## config.mk

```make
export PLATFORM = sky130hd
export DESIGN_NAME = cmctl_top
export DESIGN_NICKNAME = d
export VERILOG_FILES = /design/src/include/cmctl_pkg.sv /design/src/include/cmctl_div_if.sv /design/src/hdl/cmctl_out_div.sv /design/src/hdl/cmctl_duty_calc.sv /design/src/hdl/cmctl_top.sv
export SDC_FILE = /design/constraint.sdc
export NUM_CORES = 1
export LEC_CHECK = 0
export BUFFER_PORTS_ARGS = -buffer_cell sky130_fd_sc_hd__buf_2
export CAP_MARGIN = 15
export CORE_MARGIN = 2
export CORE_UTILIZATION = 25
export DETAILED_ROUTE_END_ITERATION = 6
export HOLD_SLACK_MARGIN = 0.1
export PLACE_DENSITY_LB_ADDON = 0.12
export SLEW_MARGIN = 20
export SYNTH_ARGS = -nofsm -noshare
export SYNTH_HDL_FRONTEND = slang
export SYNTH_SLANG_ARGS = --single-unit
export TNS_END_PERCENT = 100
```

## constraint.sdc

```tcl
create_clock -name clk_i -period 4.91 [get_ports clk_i]
set_input_delay 0.2455 -clock clk_i [delete_from_list [all_inputs] [get_ports clk_i]]
set_output_delay 0.2455 -clock clk_i [all_outputs]
set_load 0.005 [all_outputs]
```

## src/include/cmctl_pkg.sv

```systemverilog
// Package: register map, field positions, reset values and codes of the clock manager control
package cmctl_pkg;
    // ------------------------------------------------------------------
    // Register offsets (register index on the user port)
    // ------------------------------------------------------------------
    localparam logic [2:0] CMCTL_OFS_OUTDIV  = 3'h2;
    localparam logic [2:0] CMCTL_OFS_DUTY1X  = 3'h4;
    localparam logic [2:0] CMCTL_OFS_MODE    = 3'h5;
    localparam logic [2:0] CMCTL_OFS_OUTSRC  = 3'h6;
    localparam logic [2:0] CMCTL_OFS_MGRCTL  = 3'h7;

    // ------------------------------------------------------------------
    // Field positions
    // ------------------------------------------------------------------
    localparam int CMCTL_DUTY_LO_LSB   = 0;
    localparam int CMCTL_DUTY_HI_LSB   = 3;
    localparam int CMCTL_DUTY_RNG_LSB  = 6;
    localparam int CMCTL_MODE_PLL_BIT  = 0;
    localparam int CMCTL_MODE_FB_BIT   = 2;
    localparam int CMCTL_MODE_2X_BIT   = 4;
    localparam int CMCTL_SRC_EDGE_LSB  = 4;
    localparam int CMCTL_SRC_SYS_LSB   = 6;
    localparam int CMCTL_CTL_PWR_BIT   = 0;
    localparam int CMCTL_CTL_RST_BIT   = 1;
    localparam int CMCTL_CTL_DRST_BIT  = 2;
    localparam int CMCTL_CTL_CFGOP_BIT = 6;
    localparam int CMCTL_CTL_GRIMM_BIT = 7;
    localparam int CMCTL_DIV_RST_BIT   = 7;

    // ------------------------------------------------------------------
    // Writable masks (reserved bits drop on write, read zero)
    // ------------------------------------------------------------------
    localparam logic [7:0] CMCTL_MASK_DUTY   = 8'hff;
    localparam logic [7:0] CMCTL_MASK_MODE   = 8'h15;
    localparam logic [7:0] CMCTL_MASK_OUTSRC = 8'hf0;
    localparam logic [7:0] CMCTL_MASK_MGRCTL = 8'hc7;
    localparam logic [7:0] CMCTL_MASK_OUTDIV = 8'h8f;

    // ------------------------------------------------------------------
    // Reset values
    // ------------------------------------------------------------------
    localparam logic [7:0] CMCTL_RST_DUTY    = 8'h00;
    localparam logic [7:0] CMCTL_RST_MODE    = 8'h00;
    localparam logic [7:0] CMCTL_RST_OUTSRC  = 8'h00;
    localparam logic [7:0] CMCTL_RST_MGRCTL  = 8'h00;
    localparam logic [7:0] CMCTL_RST_OUTDIV  = 8'h00;

    // ------------------------------------------------------------------
    // Duty / delay step: 3.125% = 1/32 period, range = 25% = 8 steps
    // ------------------------------------------------------------------
    localparam logic [4:0] CMCTL_STEPS_PER_RANGE = 5'h08;
    localparam logic [1:0] CMCTL_HALF_RANGE_MAX  = 2'h1;
    localparam logic [3:0] CMCTL_DIV_MODULUS     = 4'h8;

    // ------------------------------------------------------------------
    // Output source codes
    // ------------------------------------------------------------------
    typedef enum logic [1:0] {
        CMCTL_SRC_BYPASS = 2'b00,
        CMCTL_SRC_LOOP   = 2'b01,
        CMCTL_SRC_TAPPED = 2'b10,
        CMCTL_SRC_DIVIDE = 2'b11
    } cmctl_src_e;

    // Manager power state
    typedef enum logic [1:0] {
        CMCTL_PS_OFF     = 2'b00,
        CMCTL_PS_CFGHOLD = 2'b01,
        CMCTL_PS_RUN     = 2'b10
    } cmctl_pwr_e;
endpackage

```

## src/include/cmctl_div_if.sv

```systemverilog
// Interface: settings and resets carried from the control block to the output divider
`timescale 1ns/1ps
interface cmctl_div_if;
    logic       tap_clk_en;  // Tapped delay line clock tick
    logic [3:0] div_value;   // Divide setting, 0 bypass
    logic       div_reset;   // Force divider to start
    logic       div_clk_en;  // Divided clock tick

    modport ctl (output tap_clk_en, output div_value, output div_reset, input div_clk_en);
    modport div (input tap_clk_en, input div_value, input div_reset, output div_clk_en);
endinterface

```

## src/hdl/cmctl_out_div.sv

```systemverilog
// Output divider: divides the tapped delay line tick by 1 to 8, 0 bypasses
`timescale 1ns/1ps
module cmctl_out_div
    import cmctl_pkg::*;
(
    input  wire logic clk_i,    // System clock
    input  wire logic reset_i,  // Asynchronous reset, high
    cmctl_div_if.div  dv        // Divider settings and output
);
    logic [3:0] count_reg;
    logic [3:0] ratio;
    logic       tick_reg;

    // Values above eight wrap modulo eight; 8 itself divides by eight
    always_comb begin
        ratio = (dv.div_value > CMCTL_DIV_MODULUS) ?
                {1'b0, dv.div_value[2:0]} : dv.div_value;
    end

    // Count input ticks and emit one tick per ratio
    always_ff @(posedge clk_i or posedge reset_i) begin
        if (reset_i) begin
            count_reg <= 4'h0;
            tick_reg  <= 1'b0;
        end else if (dv.div_reset) begin
            count_reg <= 4'h0;
            tick_reg  <= 1'b0;
        end else if (ratio == 4'h0) begin
            count_reg <= 4'h0;
            tick_reg  <= dv.tap_clk_en;
        end else if (dv.tap_clk_en) begin
            if (count_reg + 4'h1 >= ratio) begin
                count_reg <= 4'h0;
                tick_reg  <= 1'b1;
            end else begin
                count_reg <= count_reg + 4'h1;
                tick_reg  <= 1'b0;
            end
        end else begin
            tick_reg <= 1'b0;
        end
    end

    assign dv.div_clk_en = tick_reg;
endmodule

```

## src/hdl/cmctl_duty_calc.sv

```systemverilog
// Duty / delay calculator: turns the 1x duty register into thirty-seconds of a period
`timescale 1ns/1ps
module cmctl_duty_calc
    import cmctl_pkg::*;
(
    input  wire logic [7:0] duty_reg_i,  // Duty/delay register value
    output logic      [4:0] steps_o,     // Duty in 1/32 period, minus one
    output logic            above_half_o // Selected value above half period
);
    logic [1:0] range;
    logic [2:0] fine;

    // Range picks which fine field is used; the other is ignored
    always_comb begin
        range        = duty_reg_i[CMCTL_DUTY_RNG_LSB +: 2];
        above_half_o = (range > CMCTL_HALF_RANGE_MAX);
        fine         = above_half_o ? duty_reg_i[CMCTL_DUTY_HI_LSB +: 3]
                                    : duty_reg_i[CMCTL_DUTY_LO_LSB +: 3];
        steps_o      = 5'({range, 3'h0}) + 5'(fine);
    end
endmodule

```

## src/hdl/cmctl_top.sv

```systemverilog
// Clock manager control registers and output steering
`timescale 1ns/1ps
module cmctl_top
    import cmctl_pkg::*;
(
    input  wire logic       clk_i,              // System clock, 40 MHz
    input  wire logic       reset_i,            // Asynchronous reset, high
    input  wire logic       reg_wr_i,           // Register write strobe
    input  wire logic       reg_rd_i,           // Register read strobe
    input  wire logic [2:0] reg_addr_i,         // Register index
    input  wire logic [7:0] reg_wdata_i,        // Register write data
    input  wire logic       global_reset_line_i,// Chip global reset, high, from pin
    input  wire logic       config_done_i,      // Configuration complete, from pin
    input  wire logic       tap_clk_en_i,       // Tapped delay line tick
    input  wire logic       loop_clk_en_i,      // Delay loop output tick
    input  wire logic       in_clk_en_i,        // Input clock tick
    input  wire logic       loop_lock_i,        // Loop lock from analog section
    output logic      [7:0] reg_rdata_o,        // Register read data
    output logic            reg_rvalid_o,       // Read data valid
    output logic            pll_mode_o,         // 1 phase loop, 0 delay loop
    output logic            fb_delay_line_o,    // Phase feedback from delay line
    output logic            out_2x_o,           // 2x output in delay loop mode
    output logic      [4:0] duty_steps_o,       // Duty in 1/32 period, minus one
    output logic            duty_above_half_o,  // Duty above half period
    output logic            analog_pwr_o,       // Analog supply enable
    output logic            mgr_reset_o,        // Whole manager reset
    output logic            loop_reset_o,       // Delay loop generation reset
    output logic            data_bus_oe_o,      // Output data bus enable
    output logic            lock_o,             // Lock indication
    output logic            edge_clk_en_o,      // Edge clock net tick
    output logic            sys_clk_en_o        // System clock net tick
);
    // ------------------------------------------------------------------
    // Storage
    // ------------------------------------------------------------------
    logic [7:0] duty_delay_1x_reg;
    logic [7:0] mode_select_reg;
    logic [7:0] output_source_select_reg;
    logic [7:0] manager_control_reg;
    logic [7:0] output_divider_reg;
    logic [1:0] grst_sync_reg;
    logic [1:0] done_sync_reg;
    logic       grst_s;
    logic       done_s;
    logic       grst_hits_mgr;
    logic [4:0] duty_steps;
    logic       duty_above;
    cmctl_pwr_e pwr_state_reg;
    cmctl_pwr_e pwr_state_next;

    cmctl_div_if div_bus ();

    // ------------------------------------------------------------------
    // Pin synchronisers
    // ------------------------------------------------------------------
    // Two flip-flops for the global reset and configuration-complete pins
    always_ff @(posedge clk_i or posedge reset_i) begin
        if (reset_i) begin
            grst_sync_reg <= 2'b00;
            done_sync_reg <= 2'b00;
        end else begin
            grst_sync_reg <= {grst_sync_reg[0], global_reset_line_i};
            done_sync_reg <= {done_sync_reg[0], config_done_i};
        end
    end

    assign grst_s = grst_sync_reg[1];
    assign done_s = done_sync_reg[1];

    // Global reset acts only while the immunity bit is clear
    assign grst_hits_mgr = grst_s && !manager_control_reg[CMCTL_CTL_GRIMM_BIT];

    // ------------------------------------------------------------------
    // Register writes
    // ------------------------------------------------------------------
    // Manager control; the immunity bit itself is never cleared by global reset
    always_ff @(posedge clk_i or posedge reset_i) begin
        if (reset_i) begin
            manager_control_reg <= CMCTL_RST_MGRCTL;
        end else if (reg_wr_i && reg_addr_i == CMCTL_OFS_MGRCTL) begin
            manager_control_reg <= reg_wdata_i & CMCTL_MASK_MGRCTL;
        end
    end

    // Loop setup registers follow global reset unless immune
    always_ff @(posedge clk_i or posedge reset_i) begin
        if (reset_i) begin
            duty_delay_1x_reg        <= CMCTL_RST_DUTY;
            mode_select_reg          <= CMCTL_RST_MODE;
            output_source_select_reg <= CMCTL_RST_OUTSRC;
        end else if (grst_hits_mgr) begin
            duty_delay_1x_reg        <= CMCTL_RST_DUTY;
            mode_select_reg          <= CMCTL_RST_MODE;
            output_source_select_reg <= CMCTL_RST_OUTSRC;
        end else if (reg_wr_i) begin
            if (reg_addr_i == CMCTL_OFS_DUTY1X) begin
                duty_delay_1x_reg <= reg_wdata_i & CMCTL_MASK_DUTY;
            end else if (reg_addr_i == CMCTL_OFS_MODE) begin
                mode_select_reg <= reg_wdata_i & CMCTL_MASK_MODE;
            end else if (reg_addr_i == CMCTL_OFS_OUTSRC) begin
                output_source_select_reg <= reg_wdata_i & CMCTL_MASK_OUTSRC;
            end
        end
    end

    // Output divider register: global reset unless immune, or its own reset bit, restores default; a write wins over both
    always_ff @(posedge clk_i or posedge reset_i) begin
        if (reset_i) begin
            output_divider_reg <= CMCTL_RST_OUTDIV;
        end else if (reg_wr_i && reg_addr_i == CMCTL_OFS_OUTDIV) begin
            output_divider_reg <= reg_wdata_i & CMCTL_MASK_OUTDIV;
        end else if (grst_hits_mgr) begin
            output_divider_reg <= CMCTL_RST_OUTDIV;
        end else if (output_divider_reg[CMCTL_DIV_RST_BIT]) begin
            output_divider_reg <= CMCTL_RST_OUTDIV;
        end
    end

    // ------------------------------------------------------------------
    // Register reads
    // ------------------------------------------------------------------
    // Read data registered one cycle after the strobe; unmapped reads zero
    always_ff @(posedge clk_i or posedge reset_i) begin
        if (reset_i) begin
            reg_rdata_o  <= 8'h00;
            reg_rvalid_o <= 1'b0;
        end else begin
            reg_rvalid_o <= reg_rd_i;
            if (!reg_rd_i) begin
                reg_rdata_o <= 8'h00;
            end else if (reg_addr_i == CMCTL_OFS_DUTY1X) begin
                reg_rdata_o <= duty_delay_1x_reg;
            end else if (reg_addr_i == CMCTL_OFS_MODE) begin
                reg_rdata_o <= mode_select_reg;
            end else if (reg_addr_i == CMCTL_OFS_OUTSRC) begin
                reg_rdata_o <= output_source_select_reg;
            end else if (reg_addr_i == CMCTL_OFS_MGRCTL) begin
                reg_rdata_o <= manager_control_reg;
            end else if (reg_addr_i == CMCTL_OFS_OUTDIV) begin
                reg_rdata_o <= output_divider_reg;
            end else begin
                reg_rdata_o <= 8'h00;
            end
        end
    end

    // ------------------------------------------------------------------
    // Duty and delay decode
    // ------------------------------------------------------------------
    cmctl_duty_calc u_duty (
        .duty_reg_i   (duty_delay_1x_reg),
        .steps_o      (duty_steps),
        .above_half_o (duty_above)
    );

    // ------------------------------------------------------------------
    // Power and configuration sequencing
    // ------------------------------------------------------------------
    // Off until configuration completes, unless configuration operation enabled
    always_comb begin
        pwr_state_next = CMCTL_PS_OFF;
        case (pwr_state_reg)
            CMCTL_PS_OFF: begin
                if (!done_s && !manager_control_reg[CMCTL_CTL_CFGOP_BIT]) begin
                    pwr_state_next = CMCTL_PS_CFGHOLD;
                end else if (manager_control_reg[CMCTL_CTL_PWR_BIT]) begin
                    pwr_state_next = CMCTL_PS_RUN;
                end else begin
                    pwr_state_next = CMCTL_PS_OFF;
                end
            end
            CMCTL_PS_CFGHOLD: begin
                if (done_s || manager_control_reg[CMCTL_CTL_CFGOP_BIT]) begin
                    pwr_state_next = CMCTL_PS_OFF;
                end else begin
                    pwr_state_next = CMCTL_PS_CFGHOLD;
                end
            end
            CMCTL_PS_RUN: begin
                if (!done_s && !manager_control_reg[CMCTL_CTL_CFGOP_BIT]) begin
                    pwr_state_next = CMCTL_PS_CFGHOLD;
                end else if (!manager_control_reg[CMCTL_CTL_PWR_BIT]) begin
                    pwr_state_next = CMCTL_PS_OFF;
                end else begin
                    pwr_state_next = CMCTL_PS_RUN;
                end
            end
            default: begin
                pwr_state_next = CMCTL_PS_OFF;
            end
        endcase
    end

    // Power state register
    always_ff @(posedge clk_i or posedge reset_i) begin
        if (reset_i) begin
            pwr_state_reg <= CMCTL_PS_OFF;
        end else begin
            pwr_state_reg <= pwr_state_next;
        end
    end

    // ------------------------------------------------------------------
    // Loop control outputs
    // ------------------------------------------------------------------
    // Mode, feedback and multiplier; irrelevant bits masked by mode
    always_ff @(posedge clk_i or posedge reset_i) begin
        if (reset_i) begin
            pll_mode_o        <= 1'b0;
            fb_delay_line_o   <= 1'b0;
            out_2x_o          <= 1'b0;
            duty_steps_o      <= 5'h00;
            duty_above_half_o <= 1'b0;
        end else begin
            pll_mode_o        <= mode_select_reg[CMCTL_MODE_PLL_BIT];
            fb_delay_line_o   <= mode_select_reg[CMCTL_MODE_PLL_BIT] &&
                                 mode_select_reg[CMCTL_MODE_FB_BIT];
            out_2x_o          <= !mode_select_reg[CMCTL_MODE_PLL_BIT] &&
                                 mode_select_reg[CMCTL_MODE_2X_BIT];
            duty_steps_o      <= duty_steps;
            duty_above_half_o <= duty_above;
        end
    end

    // Supply, resets, data bus and lock
    always_ff @(posedge clk_i or posedge reset_i) begin
        if (reset_i) begin
            analog_pwr_o  <= 1'b0;
            mgr_reset_o   <= 1'b1;
            loop_reset_o  <= 1'b1;
            data_bus_oe_o <= 1'b0;
            lock_o        <= 1'b0;
        end else begin
            analog_pwr_o  <= (pwr_state_reg == CMCTL_PS_RUN);
            mgr_reset_o   <= manager_control_reg[CMCTL_CTL_RST_BIT] || grst_hits_mgr;
            loop_reset_o  <= manager_control_reg[CMCTL_CTL_RST_BIT] ||
                             manager_control_reg[CMCTL_CTL_DRST_BIT] || grst_hits_mgr;
            data_bus_oe_o <= (pwr_state_reg != CMCTL_PS_CFGHOLD);
            lock_o        <= (pwr_state_reg == CMCTL_PS_RUN) && loop_lock_i &&
                             !manager_control_reg[CMCTL_CTL_RST_BIT];
        end
    end

    // ------------------------------------------------------------------
    // Output divider and source steering
    // ------------------------------------------------------------------
    assign div_bus.tap_clk_en = tap_clk_en_i;
    assign div_bus.div_value  = output_divider_reg[3:0];
    assign div_bus.div_reset  = output_divider_reg[CMCTL_DIV_RST_BIT] ||
                                manager_control_reg[CMCTL_CTL_RST_BIT];

    cmctl_out_div u_div (
        .clk_i   (clk_i),
        .reset_i (reset_i),
        .dv      (div_bus)
    );

    // Pick the tick driven onto each clock net; loop tick held off while loop reset is set, divided tick while the manager or divider reset bit is set
    always_ff @(posedge clk_i or posedge reset_i) begin
        if (reset_i) begin
            edge_clk_en_o <= 1'b0;
            sys_clk_en_o  <= 1'b0;
        end else begin
            case (output_source_select_reg[CMCTL_SRC_EDGE_LSB +: 2])
                CMCTL_SRC_BYPASS: edge_clk_en_o <= in_clk_en_i;
                CMCTL_SRC_LOOP:   edge_clk_en_o <= loop_clk_en_i && !loop_reset_o;
                CMCTL_SRC_TAPPED: edge_clk_en_o <= tap_clk_en_i;
                default:          edge_clk_en_o <= div_bus.div_clk_en;
            endcase
            case (output_source_select_reg[CMCTL_SRC_SYS_LSB +: 2])
                CMCTL_SRC_BYPASS: sys_clk_en_o <= in_clk_en_i;
                CMCTL_SRC_LOOP:   sys_clk_en_o <= loop_clk_en_i && !loop_reset_o;
                CMCTL_SRC_TAPPED: sys_clk_en_o <= tap_clk_en_i;
                default:          sys_clk_en_o <= 1'b0;
            endcase
        end
    end
endmodule

```

---- Word-level counts from Yosys, hierarchy flattened ----
Cells that the tools add are included.
cells by class
  $add $sub $neg .......................... 2
  order comparisons ....................... 3
  equal/unequal tests ..................... 14
  reductions and logical operators ........ 34
  multiplexer cells ....................... 37
operator list
  kind                                                                   count
  8-bit 2-to-1 mux                                                       19
  4-bit 2-to-1 mux                                                       5
  7-bit 2-to-1 mux                                                       2
  3-bit equality test, second input constant                             4
  1-bit logical AND                                                      9
  2-bit nonzero test                                                     4
  2-bit by 1-bit equality test with 1-bit output, second input constant  3
  2-bit equality test, second input constant                             3
  1-bit zero test                                                        6
  2-bit zero test                                                        3
  1-bit one-hot mux with 3 select lines                                  2
  3-bit nonzero test                                                     2
  5-bit by 3-bit adder with 5-bit output                                 1
  1-bit logical OR                                                       5
  1-bit 2-to-1 mux                                                       5
  4-bit by 1-bit adder with 4-bit output, second input constant          1
  4-bit >= comparator                                                    1
  4-bit > comparator, second input constant                              1
  4-bit zero test                                                        1
  2-bit 2-to-1 mux                                                       2
  2-bit inequality test, second input constant                           2
  2-bit one-hot mux with 2 select lines                                  1
  4-bit AND reduction                                                    1
  3-bit by 2-bit equality test with 1-bit output, second input constant  1
  6 further kinds                                                        6
storage, ports and cells
  logic and storage cells ................. 115
  input port bits ......................... 21
  register bits after elaboration ......... 73
  output and inout bits ................... 25

---- Longest topological paths before layout ----
Gate-level depths: netlist (run 1).
  word-level depth ........................ 7
  mapped depth ............................ 7

---- Modules after synthesis ----
From an unflattened synthesis (run 1), not the netlist that was laid out.
unflattened totals
  cell total of the unflattened synthesis .. 211
  area total of the unflattened synthesis .. 2630.0 sq um
by module, submodules not included
  module           times used  cells an instance  sequential area each (sq um)  area an instance (sq um)
  cmctl_top        1           168                1403.8                        2207.1
  cmctl_out_div    1           37                 125.1                         370.4
  cmctl_duty_calc  1           6                  0.0                           52.6

---- Worst setup path after synthesis (run 1) ----
Ideal clock, no wire load.
  path type ............................... reg-to-reg
  start point ............................. register u_div.count_reg[0]
  end point ............................... register u_div.count_reg[2]
  required time ........................... 4.831 ns
  arrival time ............................ 1.752 ns
  library setup time ...................... 0.079 ns
  cell stages (with the launch flop) ...... 7
  setup slack ............................. 3.078 ns
  clock period less this slack ............ 1.832 ns
  path buffers ............................ 0
  cell sequence ........................... dfrtp_1 ha_1 ha_1 or3b_2 o2111ai_2 a31oi_1 mux2i_1
between the ends
  longest elaborated chain between the ends .. 6
RTL lines
  element                                   RTL line                                  source
  from (decl)                               cmctl_out_div.sv:10                       logic [3:0] count_reg;
  from (signal assigned)                    cmctl_out_div.sv:36                       count_reg <= count_reg + 4'h1;
  4-bit by 1-bit adder with 4-bit output *  cmctl_out_div.sv:32, cmctl_out_div.sv:36
  4-bit >= comparator                       cmctl_out_div.sv:32                       if (count_reg + 4'h1 >= ratio) begin
  4-bit 2-to-1 mux *                        cmctl_out_div.sv:32
  4-bit 2-to-1 mux *                        cmctl_out_div.sv:31                       end else if (dv.tap_clk_en) begin
  4-bit 2-to-1 mux *                        cmctl_out_div.sv:28                       end else if (ratio == 4'h0) begin
  4-bit 2-to-1 mux *                        cmctl_out_div.sv:25                       end else if (dv.div_reset) begin
Mark *: on every way between the ends. The rest lies on a longest branch, timed or not. The select of a mux whose other input is x is not followed.
A chain may end at the register's enable or synchronous reset.

---- Worst setup path in the final report (run 1) ----
Same ends and word-level chain as after synthesis.

==> impl_metrics.env, run 1 <==
export IMPL_outcome="finished, final reports clean"
export IMPL_wire_length_of_the_first_global_routing_pass_mm=9.880
export IMPL_route_final_wire_length_mm=6.038
export IMPL_synth_avg_cell_area_sq_um=12.80
export IMPL_power_per_cell_area_mw_per_mm2=407.5
export IMPL_synth_cell_type_count=44
export IMPL_final_layout_size_suffix_gt1_share_pct=35.27
export IMPL_worstMarginPinSlew_ns=0.7792
export IMPL_critical_path_class="flip-flop to flip-flop"
export IMPL_clock_tree_root_cell="clkbuf_8"
export IMPL_reg2reg_slack_ns=2.94
export IMPL_worst_r2r_endpoint="u_div.count_reg[2]"
export IMPL_initial_core_utilization_pct=25.37
export IMPL_cts_buffers=9
export IMPL_detail_route_first_pass_iterations=4
export IMPL_die_w_microns=105.4
export IMPL_hpwlAfterDp_mm=4.154
export IMPL_max_slew_margin_pct=48.05
export IMPL_postSynthNetCount=227
export IMPL_max_cap_violations=0
export IMPL_crit_reg2reg_launch="u_div.count_reg[0]"
export IMPL_ctsLongestPathBuffers=2
export IMPL_port_buffers=45
export IMPL_min_path_type="input pin to asynchronous set/reset pin"
export IMPL_grt_setup_unrepaired="no"
export IMPL_clock_sink_count=61
export IMPL_routed_via_density=4.368
export IMPL_critical_path_slowest_cell="or3b_2"
export IMPL_clock_network_latency_to_the_later_pin_of_the_worst_skew_pair_ns=0.34
export IMPL_final_cell_mix="dfrtp_1, buf_2, nor2_1, mux2i_1, mux2_2"
export IMPL_drt_initial_drc_count=96
export IMPL_timing_final_hold_violations=0
export IMPL_cts_clk_slew_worst_paths_ns=0.07
export IMPL_gp_congestion=0.7195
export IMPL_cp_required_ns=5.17
export IMPL_global_route_usage_total_pct=11.81
export IMPL_grt_overflow=0
export IMPL_setup_violations=0
export IMPL_tritoncts="done"
export IMPL_floorplan_die_area_sq_mm=0.01112
export IMPL_vias_after_detailed_routing=1721
export IMPL_clock_fmax_mhz=508.0
export IMPL_arrival_ns=2.23
export IMPL_synth_edf_count=0
export IMPL_setup_worst_path_end="u_div.count_reg[2]"
export IMPL_layout_cells_most_common="dfrtp_1"
export IMPL_time_the_worst_path_needs_with_i_o_delays_and_setup_ns=1.968
export IMPL_timing_final_crit_share_pct=40.09
export IMPL_dominantRegCellSynth="dfrtp_1"
export IMPL_number_of_rows_created_at_floorplan=37
export IMPL_syn_area_sq_mm=0.002572
export IMPL_yosysSeqAreaShare_pct=59.44
export IMPL_leakage_nw=1.604
export IMPL_synth_yosys_warnings=0
export IMPL_crit_path_frequent_cell="ha_1"
export IMPL_worst_clk_skew_ns=0.01005
export IMPL_syn2layout_area_growth_pct=26.12
export IMPL_asyncSetResetFlopFracSynth_pct=100.0
export IMPL_ordered_list_of_cells_on_the_worst_path="ha_1 -> ha_1 -> or3b_2 -> o2111ai_2 -> a31oi_1 -> mux2i_1"
export IMPL_final_nets=279
export IMPL_setup_tns_final_ns=0
export IMPL_final_antenna_net_count=0
export IMPL_hold_worst_slack_ns=0.1159
export IMPL_antenna_found_initial=0
export IMPL_largest_net_degree_at_the_start_of_global_routing=62
export IMPL_worstSetupStartpoint="u_div.count_reg[0]"
export IMPL_top_level_ports=46
export IMPL_cts_setup_buffers=0
export IMPL_ctsHtreeMaxLevel=3
export IMPL_antenna_cells_inserted=0
export IMPL_core_region_area_sq_mm=0.01014
export IMPL_final_max_tran_viols=0
export IMPL_netlist_instances=201
export IMPL_critical_path_max_stage_delay_ns=0.48
export IMPL_ys_ff_latch=61
export IMPL_critPathCaptureType="flip-flop"
export IMPL_power_ir_vdd_worst_mv=0.1177
export IMPL_worstRegToRegCells=6
export IMPL_first_global_vias=1808
export IMPL_drt_drc_violations_left=0
export IMPL_fillCellCount=1050
export IMPL_cp_start_kind="flip-flop"
export IMPL_worstPathMaxFanout=6
export IMPL_wl_per_cell_microns=15.32
export IMPL_chipHeight_microns=105.4
-- where the power goes --
group	total [mW]	internal, mW	switching [mW]
sequential	0.577	0.546	0.0310
combinational	0.138	0.0660	0.0717
clock	0.607	0.403	0.204
total	1.32	1.01	0.307
-- per-layer routing --
metal,vias to the layer above,share of wire [%],track usage (%),wire (microns)
met5,-,0,0,0
met4,0,1.5,4.286,91
met3,8,4.1,3.587,245
met2,29,47,17.79,2837
met1,864,47,15.99,2863
li1,820,-,-,-
-- through the flow --
stage | setup slack, ns | cells | power [mW] | utilization, % | area [sq um]
global placement | 3.005 | 375 | 0.7269 | 29.03 | 2943
global route | 2.811 | 394 | 1.383 | 32.00 | 3244
finish | 2.942 | 394 | 1.322 | 32.00 | 3244
detailed placement | 2.953 | 375 | 0.7268 | 29.03 | 2943
floorplan | 3.078 | 201 | 0.6656 | - | 2572
CTS | 2.926 | 393 | 1.344 | 31.90 | 3234
-- cell usage after synthesis, drive strengths merged (5+ instances only) --
| cell type | instances | area [sq um] |
|---|---|---|
| nor2b | 10 | 62.56 |
| inv | 5 | 18.77 |
| nor2 | 22 | 82.58 |
| mux2 | 11 | 123.9 |
| buf | 5 | 27.53 |
| ha | 5 | 62.56 |
| mux2i | 20 | 200.2 |
| dfrtp | 59 | 1476 |
| a22o | 7 | 62.56 |
-- kinds of logic after synthesis --
kind of cell / count (synthesis) / synth area share (%)
DFF: 61 / 59.44
AOI/OAI and AO/OA: 24 / 7.636
and+or+nand+nor: 63 / 13.96
adders and majority gates: 5 / 2.432
xor gates and xnor gates: 2 / 0.6811
buffers and inverters: 14 / 2.383
muxes: 32 / 13.47
-- critical path: cells and delay by family, from the launching register on --
kind	cells	cell delay [ns]
adder cells (fa/ha/maj)	2	0.54
AND/OR/NAND/NOR	1	0.48
flip-flops	1	0.42
AO/OA/AOI/OAI	2	0.30
multiplexers	1	0.16
-- how the worst min path moves through the flow --
stage,from,to,slack [ns]
floorplan,config_done_i,done_sync_reg[0],0.28
global placement,grst_sync_reg[0],grst_sync_reg[1],0.34
detailed placement,done_sync_reg[0],done_sync_reg[1],0.34
CTS,reg_rd_i,reg_rvalid_o,0.10
global route,loop_lock_i,lock_o,0.14
finish,reset_i,analog_pwr_o,0.12
-- cell type report --
class / instances / area (sq um) / share of cell area, %
repair buffers: 50 / 270.3 / 8.330
clock buffers: 10 / 137.6 / 4.242
clock inverters: 6 / 133.9 / 4.126
inverters: 5 / 18.77 / 0.5785
well taps: 136 / 170.2 / 5.245
multi-input cells: 126 / 984.7 / 30.35
flip-flops and latches: 61 / 1529 / 47.13
-- timing repair --
item	in CTS	in global routing
endpoints found under the hold margin	2	1
hold buffers	2	1
gates resized for setup	0	0
(Power assumes the default switching activity.)
==> run 2, diff against run 1 <==
--- a/config.mk
+++ b/config.mk
@@ -5,6 +5,7 @@
 export SDC_FILE = /design/constraint.sdc
 export NUM_CORES = 1
 export LEC_CHECK = 0
+export ABC_AREA = 1
 export BUFFER_PORTS_ARGS = -buffer_cell sky130_fd_sc_hd__buf_2
 export CAP_MARGIN = 15
 export CORE_MARGIN = 2
==> constraint.sdc (replaced) <==
create_clock -name clk_i -period 1.9 [get_ports clk_i]
set_input_delay 0.095 -clock clk_i [delete_from_list [all_inputs] [get_ports clk_i]]
set_output_delay 0.095 -clock clk_i [all_outputs]
set_load 0.005 [all_outputs]
==> run 2 against run 1 <==
Highest routed layer unchanged. Maximum frequency up 16%. Sequential power rose to 2.7 times the previous value. Die area up 2.5%. Register-to-register slack got worse by 2.7 ns. Synthesized area increased by 2.6%.
==> impl_metrics.env, run 2 <==
export IMPL_ctsLongestPathBuffers=2
export IMPL_setup_violations=0
export IMPL_worstMarginPinSlew_ns=0.6069
export IMPL_initial_core_utilization_pct=25.69
export IMPL_top_level_ports=46
export IMPL_syn_area_sq_mm=0.002640
export IMPL_critPathCaptureType="flip-flop"
export IMPL_routed_top_layer="met4"
export IMPL_worstRegToRegCells=9
export IMPL_min_from="reg_wdata_i[4]"
export IMPL_final_layout_size_suffix_gt1_share_pct=19.26
export IMPL_routed_via_density=4.115
export IMPL_hold_depth=5
export IMPL_cp_start_kind="flip-flop"
export IMPL_synth_cells_most_frequent="nand2_1, dfrtp_1, inv_1"
export IMPL_wl_met3_microns=327
export IMPL_final_max_tran_viols=0
export IMPL_time_the_worst_path_needs_with_i_o_delays_and_setup_ns=1.694
export IMPL_antenna_found_initial=0
export IMPL_seq_cell_area_sq_mm=0.001529
export IMPL_timing_final_crit_share_pct=89.14
export IMPL_tritoncts="done"
export IMPL_synth_top_cell_area_share_pct=55.92
export IMPL_wl_per_cell_microns=12.41
export IMPL_timing_hold_worst_endpoint="output_source_select_reg[4]"
export IMPL_max_slew_margin_pct=59.48
export IMPL_postSynthNetCount=333
export IMPL_synth_edf_count=0
export IMPL_cts_clk_slew_worst_paths_ns=0.06
export IMPL_clock_tree_root_cell="clkbuf_8"
export IMPL_final_cell_mix="nand2_1, dfrtp_1, inv_1, buf_2, o21ai_0"
export IMPL_synth_area_in_adders_pct=2.370
export IMPL_synth_area_top_cells="dfrtp_1, nand2_1, inv_1, o21ai_0, nor2_1"
export IMPL_multi_input_comb_area_sq_um=867.1
export IMPL_drt_initial_drc_count=49
export IMPL_route_final_wire_length_mm=6.389
export IMPL_crit_reg2reg_launch="u_div.count_reg[0]"
export IMPL_power_ir_vdd_worst_mv=0.4834
export IMPL_post_layout_total_power_mw=3.337
export IMPL_max_cap_violations=0
export IMPL_leakage_nw=1.770
export IMPL_worst_clk_skew_ns=0.006963
export IMPL_number_of_rows_created_at_floorplan=37
export IMPL_worstPathMaxFanout=6
export IMPL_synth_xor_xnor_area_share_pct=0
export IMPL_worst_r2r_endpoint="u_div.count_reg[0]"
export IMPL_worstSetupStartpoint="u_div.count_reg[0]"
export IMPL_outcome="finished, final reports clean"
export IMPL_cts_setup_buffers=0
export IMPL_global_route_usage_total_pct=12.58
export IMPL_wl_met2_mm=2.976
export IMPL_first_global_vias=2202
export IMPL_gp_congestion=0.8090
export IMPL_cp_required_ns=2.14
export IMPL_port_buffers=45
export IMPL_yosys_area_share_simple_pct=20.47
export IMPL_ctsHtreeMaxLevel=3
export IMPL_antenna_cells_inserted=0
export IMPL_cts_buffers=9
export IMPL_largest_net_degree_at_the_start_of_global_routing=27
export IMPL_vias_after_detailed_routing=2119
export IMPL_arrival_ns=1.94
export IMPL_die_w_microns=106.8
export IMPL_fillCellCount=1153
export IMPL_synth_top_family_by_area="simple AND/OR/NAND/NOR gates"
export IMPL_asyncSetResetFlopFracSynth_pct=100.0
export IMPL_final_nets=400
export IMPL_floorplan_die_area_sq_mm=0.01140
export IMPL_synth_compound_gate_area_share_pct=10.00
export IMPL_syn2layout_area_growth_pct=28.20
export IMPL_drt_drc_violations_left=0
export IMPL_wl_met1_mm=3.019
export IMPL_min_path_type="input pin to flip-flop"
export IMPL_synth_avg_cell_area_sq_um=8.599
export IMPL_wire_length_of_the_first_global_routing_pass_mm=10.98
export IMPL_final_cell_area_sq_mm=0.003385
export IMPL_yosys_cell_count_top_type="nand2_1"
export IMPL_core_region_area_sq_mm=0.01028
export IMPL_reg2reg_slack_ns=0.21
export IMPL_dominantRegCellSynth="dfrtp_1"
export IMPL_power_per_cell_area_mw_per_mm2=986.0
export IMPL_final_antenna_net_count=0
export IMPL_clock_network_latency_to_the_later_pin_of_the_worst_skew_pair_ns=0.34
export IMPL_grt_setup_unrepaired="no"
export IMPL_critical_path_class="flip-flop to flip-flop"
export IMPL_synth_cell_type_count=25
export IMPL_synth_mux_area_share_pct=0
export IMPL_clock_fmax_mhz=590.5
export IMPL_netlist_instances=307
export IMPL_synth_largest_area_cell="dfrtp_1"
export IMPL_yosysSeqAreaShare_pct=57.91
export IMPL_ys_ff_latch=61
export IMPL_synth_yosys_warnings=0
export IMPL_setup_tns_final_ns=0
export IMPL_layout_cells_most_common="nand2_1"
export IMPL_post_dp_cell_area_sq_mm=0.003037
export IMPL_hpwlAfterDp_mm=4.817
export IMPL_detail_route_first_pass_iterations=4
export IMPL_grt_overflow=0
export IMPL_clock_sink_count=61
export IMPL_timing_final_hold_violations=0
export IMPL_chipHeight_microns=106.8
==> run 2: changes by cell type after synthesis, sizes merged, moves of 6 or more <==
| cell | change |
|---|---|
| a22o | -7 |
| inv | +53 |
| mux2 | -11 |
| mux2i | -20 |
| nand2 | +81 |
| nand3 | +11 |
| nor2 | +6 |
| nor2b | -10 |
| o21ai | +35 |
==> run 2: stage by stage <==
stage          hold WS [ns]  setup WS [ns]  std cells  util (%)
5_1_grt              0.1673        0.01958        515     32.93
3_5_place_dp         0.2064         0.2279        486     29.55
6_report             0.1393         0.2064        515     32.93
2_1_floorplan        0.1264         0.2953        307         -
3_3_place_gp         0.2041         0.3164        486     29.55
4_1_cts              0.1225         0.2091        515     32.93
==> run 2: how the worst max path moves through the flow <==
stage	end	slack (ns)	depth (start not counted)
final	u_div.count_reg[0]	0.21	9
after global routing	u_div.count_reg[1]	0.02	11
after CTS	u_div.count_reg[0]	0.21	11
after detailed placement	u_div.count_reg[0]	0.23	11
after global placement	u_div.count_reg[2]	0.32	9
after floorplan	analog_pwr_o	0.30	1
==> run 2: logic make-up (layout without fill, tap and decap cells) <==
kind of cell	count (synthesis)	in the layout
and+or+nand+nor	131	131
adders and majority gates	5	5
buffers and inverters	62	134
DFF	61	61
AOI/OAI and AO/OA	48	48
==> run 2: layer usage <==
metal  vias up  global-route usage [%]
li1       1087                       -
met1       986                   16.44
met2        40                   20.06
met3         6                   4.316
met4         0                   3.061
met5         -                       0
==> run 2: power breakdown <==
part | switching (mW) | leakage (nW) | internal (mW)
logic | 0.298 | 0.879 | 0.192
registers | 0.101 | 0.784 | 1.48
clock network | 0.493 | 0.107 | 0.773
total | 0.892 | 1.77 | 2.45
==> run 2: what timing repair did <==
item / 4_1_cts / 5_1_grt
hold buffers: 13 / 0
endpoints found under the hold margin: 43 / 0
endpoints found under the setup margin: 0 / 0
resized for setup: 0 / 0
==> run 2: layout make-up <==
cell class,count,share of cell area [%]
multi-input cells,184,25.62
clock buffers,12,4.288
repair buffers,60,11.31
clock inverters,4,2.144
flip-flops and latches,61,45.18
inverters,58,6.433
well taps,136,5.028
==> run 2: worst max-delay path, stage by stage, from the launching register on <==
cell and delay, ns:
dfrtp_1 0.44, nand3_1 0.11, nand2_1 0.06, and2_1 0.16, ha_1 0.30, a21oi_1 0.13
nand2_1 0.08, inv_1 0.05, nand2_1 0.08, o21ai_0 0.19
==> run 3, diff against run 2 <==
--- a/config.mk
+++ b/config.mk
@@ -5,13 +5,13 @@
 export SDC_FILE = /design/constraint.sdc
 export NUM_CORES = 1
 export LEC_CHECK = 0
-export ABC_AREA = 1
+export ABC_AREA = 0
 export BUFFER_PORTS_ARGS = -buffer_cell sky130_fd_sc_hd__buf_2
 export CAP_MARGIN = 15
 export CORE_MARGIN = 2
 export CORE_UTILIZATION = 25
 export DETAILED_ROUTE_END_ITERATION = 6
-export HOLD_SLACK_MARGIN = 0.1
+export HOLD_SLACK_MARGIN = 0.12
 export PLACE_DENSITY_LB_ADDON = 0.12
 export SLEW_MARGIN = 20
 export SYNTH_ARGS = -nofsm -noshare
==> run 3 against run 2 <==
Flip-flop and latch count unchanged. Global-route usage decreased by 0.70 points. Worst hold slack gained 0.0082 ns. Clock power is 11% higher. Clock skew grew 0.00075 ns. Critical endpoint is now u_div.count_reg[2]. Critical path depth shrank 3. Sequential power shrank 6%. Register-to-register slack got worse by 0.20 ns. Critical path type unchanged. Sequential share of layout area decreased by 1.1 points. Utilization increased by 1.3 points. Largest power group unchanged. First-iteration DRC count rose by 12%. Die area fell by 2.5%.
==> impl_metrics.env, run 3 (synthesized netlist as in run 1, its figures left out) <==
export IMPL_vias_after_detailed_routing=1767
export IMPL_critical_path_max_stage_delay_ns=0.50
export IMPL_reg2reg_slack_ns=0.009
export IMPL_initial_core_utilization_pct=25.37
export IMPL_worstPathMaxFanout=6
export IMPL_core_region_area_sq_mm=0.01014
export IMPL_ordered_list_of_cells_on_the_worst_path="ha_1 -> ha_2 -> or3b_2 -> o2111ai_4 -> a31oi_1 -> mux2i_1"
export IMPL_cts_clk_slew_worst_paths_ns=0.07
export IMPL_post_dp_cell_area_sq_mm=0.003013
export IMPL_max_cap_violations=0
export IMPL_port_buffers=45
export IMPL_drt_drc_violations_left=0
export IMPL_die_w_microns=105.4
export IMPL_setup_violations=0
export IMPL_grt_met1_usage_pct=16.40
export IMPL_timing_final_ws_setup_ns=0.009133
export IMPL_gp_congestion=0.6926
export IMPL_layout_cells_non_filler=416
export IMPL_final_cell_mix="dfrtp_1, buf_2, nor2_1, mux2i_1, dlygate4sd3_1"
export IMPL_cts_buffers=9
export IMPL_drt_initial_drc_count=55
export IMPL_critPathBufInv=0
export IMPL_top_level_ports=46
export IMPL_floorplan_die_area_sq_mm=0.01112
export IMPL_clock_tree_root_cell="clkbuf_8"
export IMPL_clock_sink_count=61
export IMPL_timing_final_crit_share_pct=99.52
export IMPL_dp_cells=383
export IMPL_leakage_nw=1.702
export IMPL_min_path_type="input pin to flip-flop"
export IMPL_final_layout_size_suffix_gt1_share_pct=36.79
export IMPL_globalRoute_busiestLayer="met2"
export IMPL_wl_per_cell_microns=14.88
export IMPL_final_cell_area_sq_mm=0.003471
export IMPL_time_the_worst_path_needs_with_i_o_delays_and_setup_ns=1.891
export IMPL_global_route_usage_total_pct=11.88
export IMPL_max_slew_margin_pct=51.03
export IMPL_syn2layout_area_growth_pct=34.92
export IMPL_timing_final_hold_violations=0
export IMPL_clock_network_latency_to_the_later_pin_of_the_worst_skew_pair_ns=0.34
export IMPL_final_max_tran_viols=0
export IMPL_detail_route_first_pass_iterations=4
export IMPL_power_per_cell_area_mw_per_mm2=955.7
export IMPL_clock_fmax_mhz=528.9
export IMPL_layout_cells_most_common="dfrtp_1"
export IMPL_layout_core_utilization_pct=34.23
export IMPL_final_antenna_net_count=0
export IMPL_critPathCaptureType="flip-flop"
export IMPL_antenna_found_initial=0
export IMPL_wire_length_of_the_first_global_routing_pass_mm=9.922
export IMPL_grt_overflow=0
export IMPL_antenna_cells_inserted=0
export IMPL_first_global_vias=1811
export IMPL_ctsLongestPathBuffers=2
export IMPL_outcome="finished, final reports clean"
export IMPL_grt_setup_unrepaired="yes"
export IMPL_worst_clk_skew_ns=0.007711
export IMPL_cp_required_ns=2.16
export IMPL_cp_start_kind="flip-flop"
export IMPL_largest_net_degree_at_the_start_of_global_routing=33
export IMPL_chipHeight_microns=105.4
export IMPL_critical_path_slowest_cell="or3b_2"
export IMPL_hpwlAfterDp_mm=4.419
export IMPL_grtUsageMet3_pct=2.103
export IMPL_arrival_ns=2.15
export IMPL_setup_tns_final_ns=0
export IMPL_post_layout_total_power_mw=3.317
export IMPL_grt_use_met2_pct=17.83
export IMPL_ctsHtreeMaxLevel=3
export IMPL_critical_path_class="flip-flop to flip-flop"
export IMPL_power_ir_vdd_worst_mv=0.3472
export IMPL_number_of_rows_created_at_floorplan=37
export IMPL_hold_worst_slack_ns=0.1475
export IMPL_detailedPlace_worstSlack_ns=-0.01801
export IMPL_routed_via_density=4.248
export IMPL_route_final_wire_length_mm=6.192
export IMPL_worstMarginPinSlew_ns=0.7278
export IMPL_tritoncts="done"
export IMPL_cpLargestDelayFamily="adder cells"
export IMPL_final_nets=301
-- run 3: cell count changes in the layout (fill, tap and decap cells not counted), moves of 3 or more --
cell      delta
mux2i_1     +20
inv_1       -51
buf_4       +10
a22o_1       +6
nand3_1     -11
a22oi_1      +4
nor2_1       -3
o21ai_0     -32
mux2_2      +11
o211ai_1     -4
nor2b_1     +10
nand2_1     -79
a21oi_1      -3
-- run 3: path summary, 6_finish.rpt --
path                            cells after the start                 end               start
worst max-delay path                                6  u_div.count_reg[2]  u_div.count_reg[1]
worst min-delay path                                3        sys_clk_en_o        tap_clk_en_i
worst max register to register                      6  u_div.count_reg[2]  u_div.count_reg[1]
worst min register to register                      0    done_sync_reg[1]    done_sync_reg[0]
max in group asynchronous                           4         mgr_reset_o             reset_i
min in group asynchronous                           4        analog_pwr_o             reset_i
-- run 3: where the power goes --
| group | switching, mW | internal [mW] |
|---|---|---|
| Clock | 0.508 | 0.907 |
| Sequential | 0.0781 | 1.41 |
| Combinational | 0.199 | 0.213 |
| Total | 0.785 | 2.53 |
-- run 3: what timing repair did --
item,CTS,global route
gates resized for setup,3,5
hold endpoints to repair,98,0
setup buffers,0,3
hold buffers,14,0
pin swaps,1,6
endpoints found under the setup margin,1,4
-- run 3: layer usage --
| layer | vias to the layer above | routed length, microns |
|---|---|---|
| met3 | 11 | 167 |
| met4 | 0 | 132 |
| met2 | 29 | 2937 |
| met5 | - | 0 |
| met1 | 862 | 2954 |
| li1 | 865 | - |
-- run 3: final cells by class --
cell class              instances  area [sq um]
clock buffers                  12         145.1
well taps                     136         170.2
fillers                      1042          6668
repair buffers                 72         479.2
multi-input cells             126          1033
inverters                       5         18.77
flip-flops and latches         61          1529
clock inverters                 4         95.09
-- run 3: tightest hold or removal path, stage by stage --
cell and delay (ns):
buf_2 0.12, mux2i_1 0.08, o2bb2ai_1 0.14
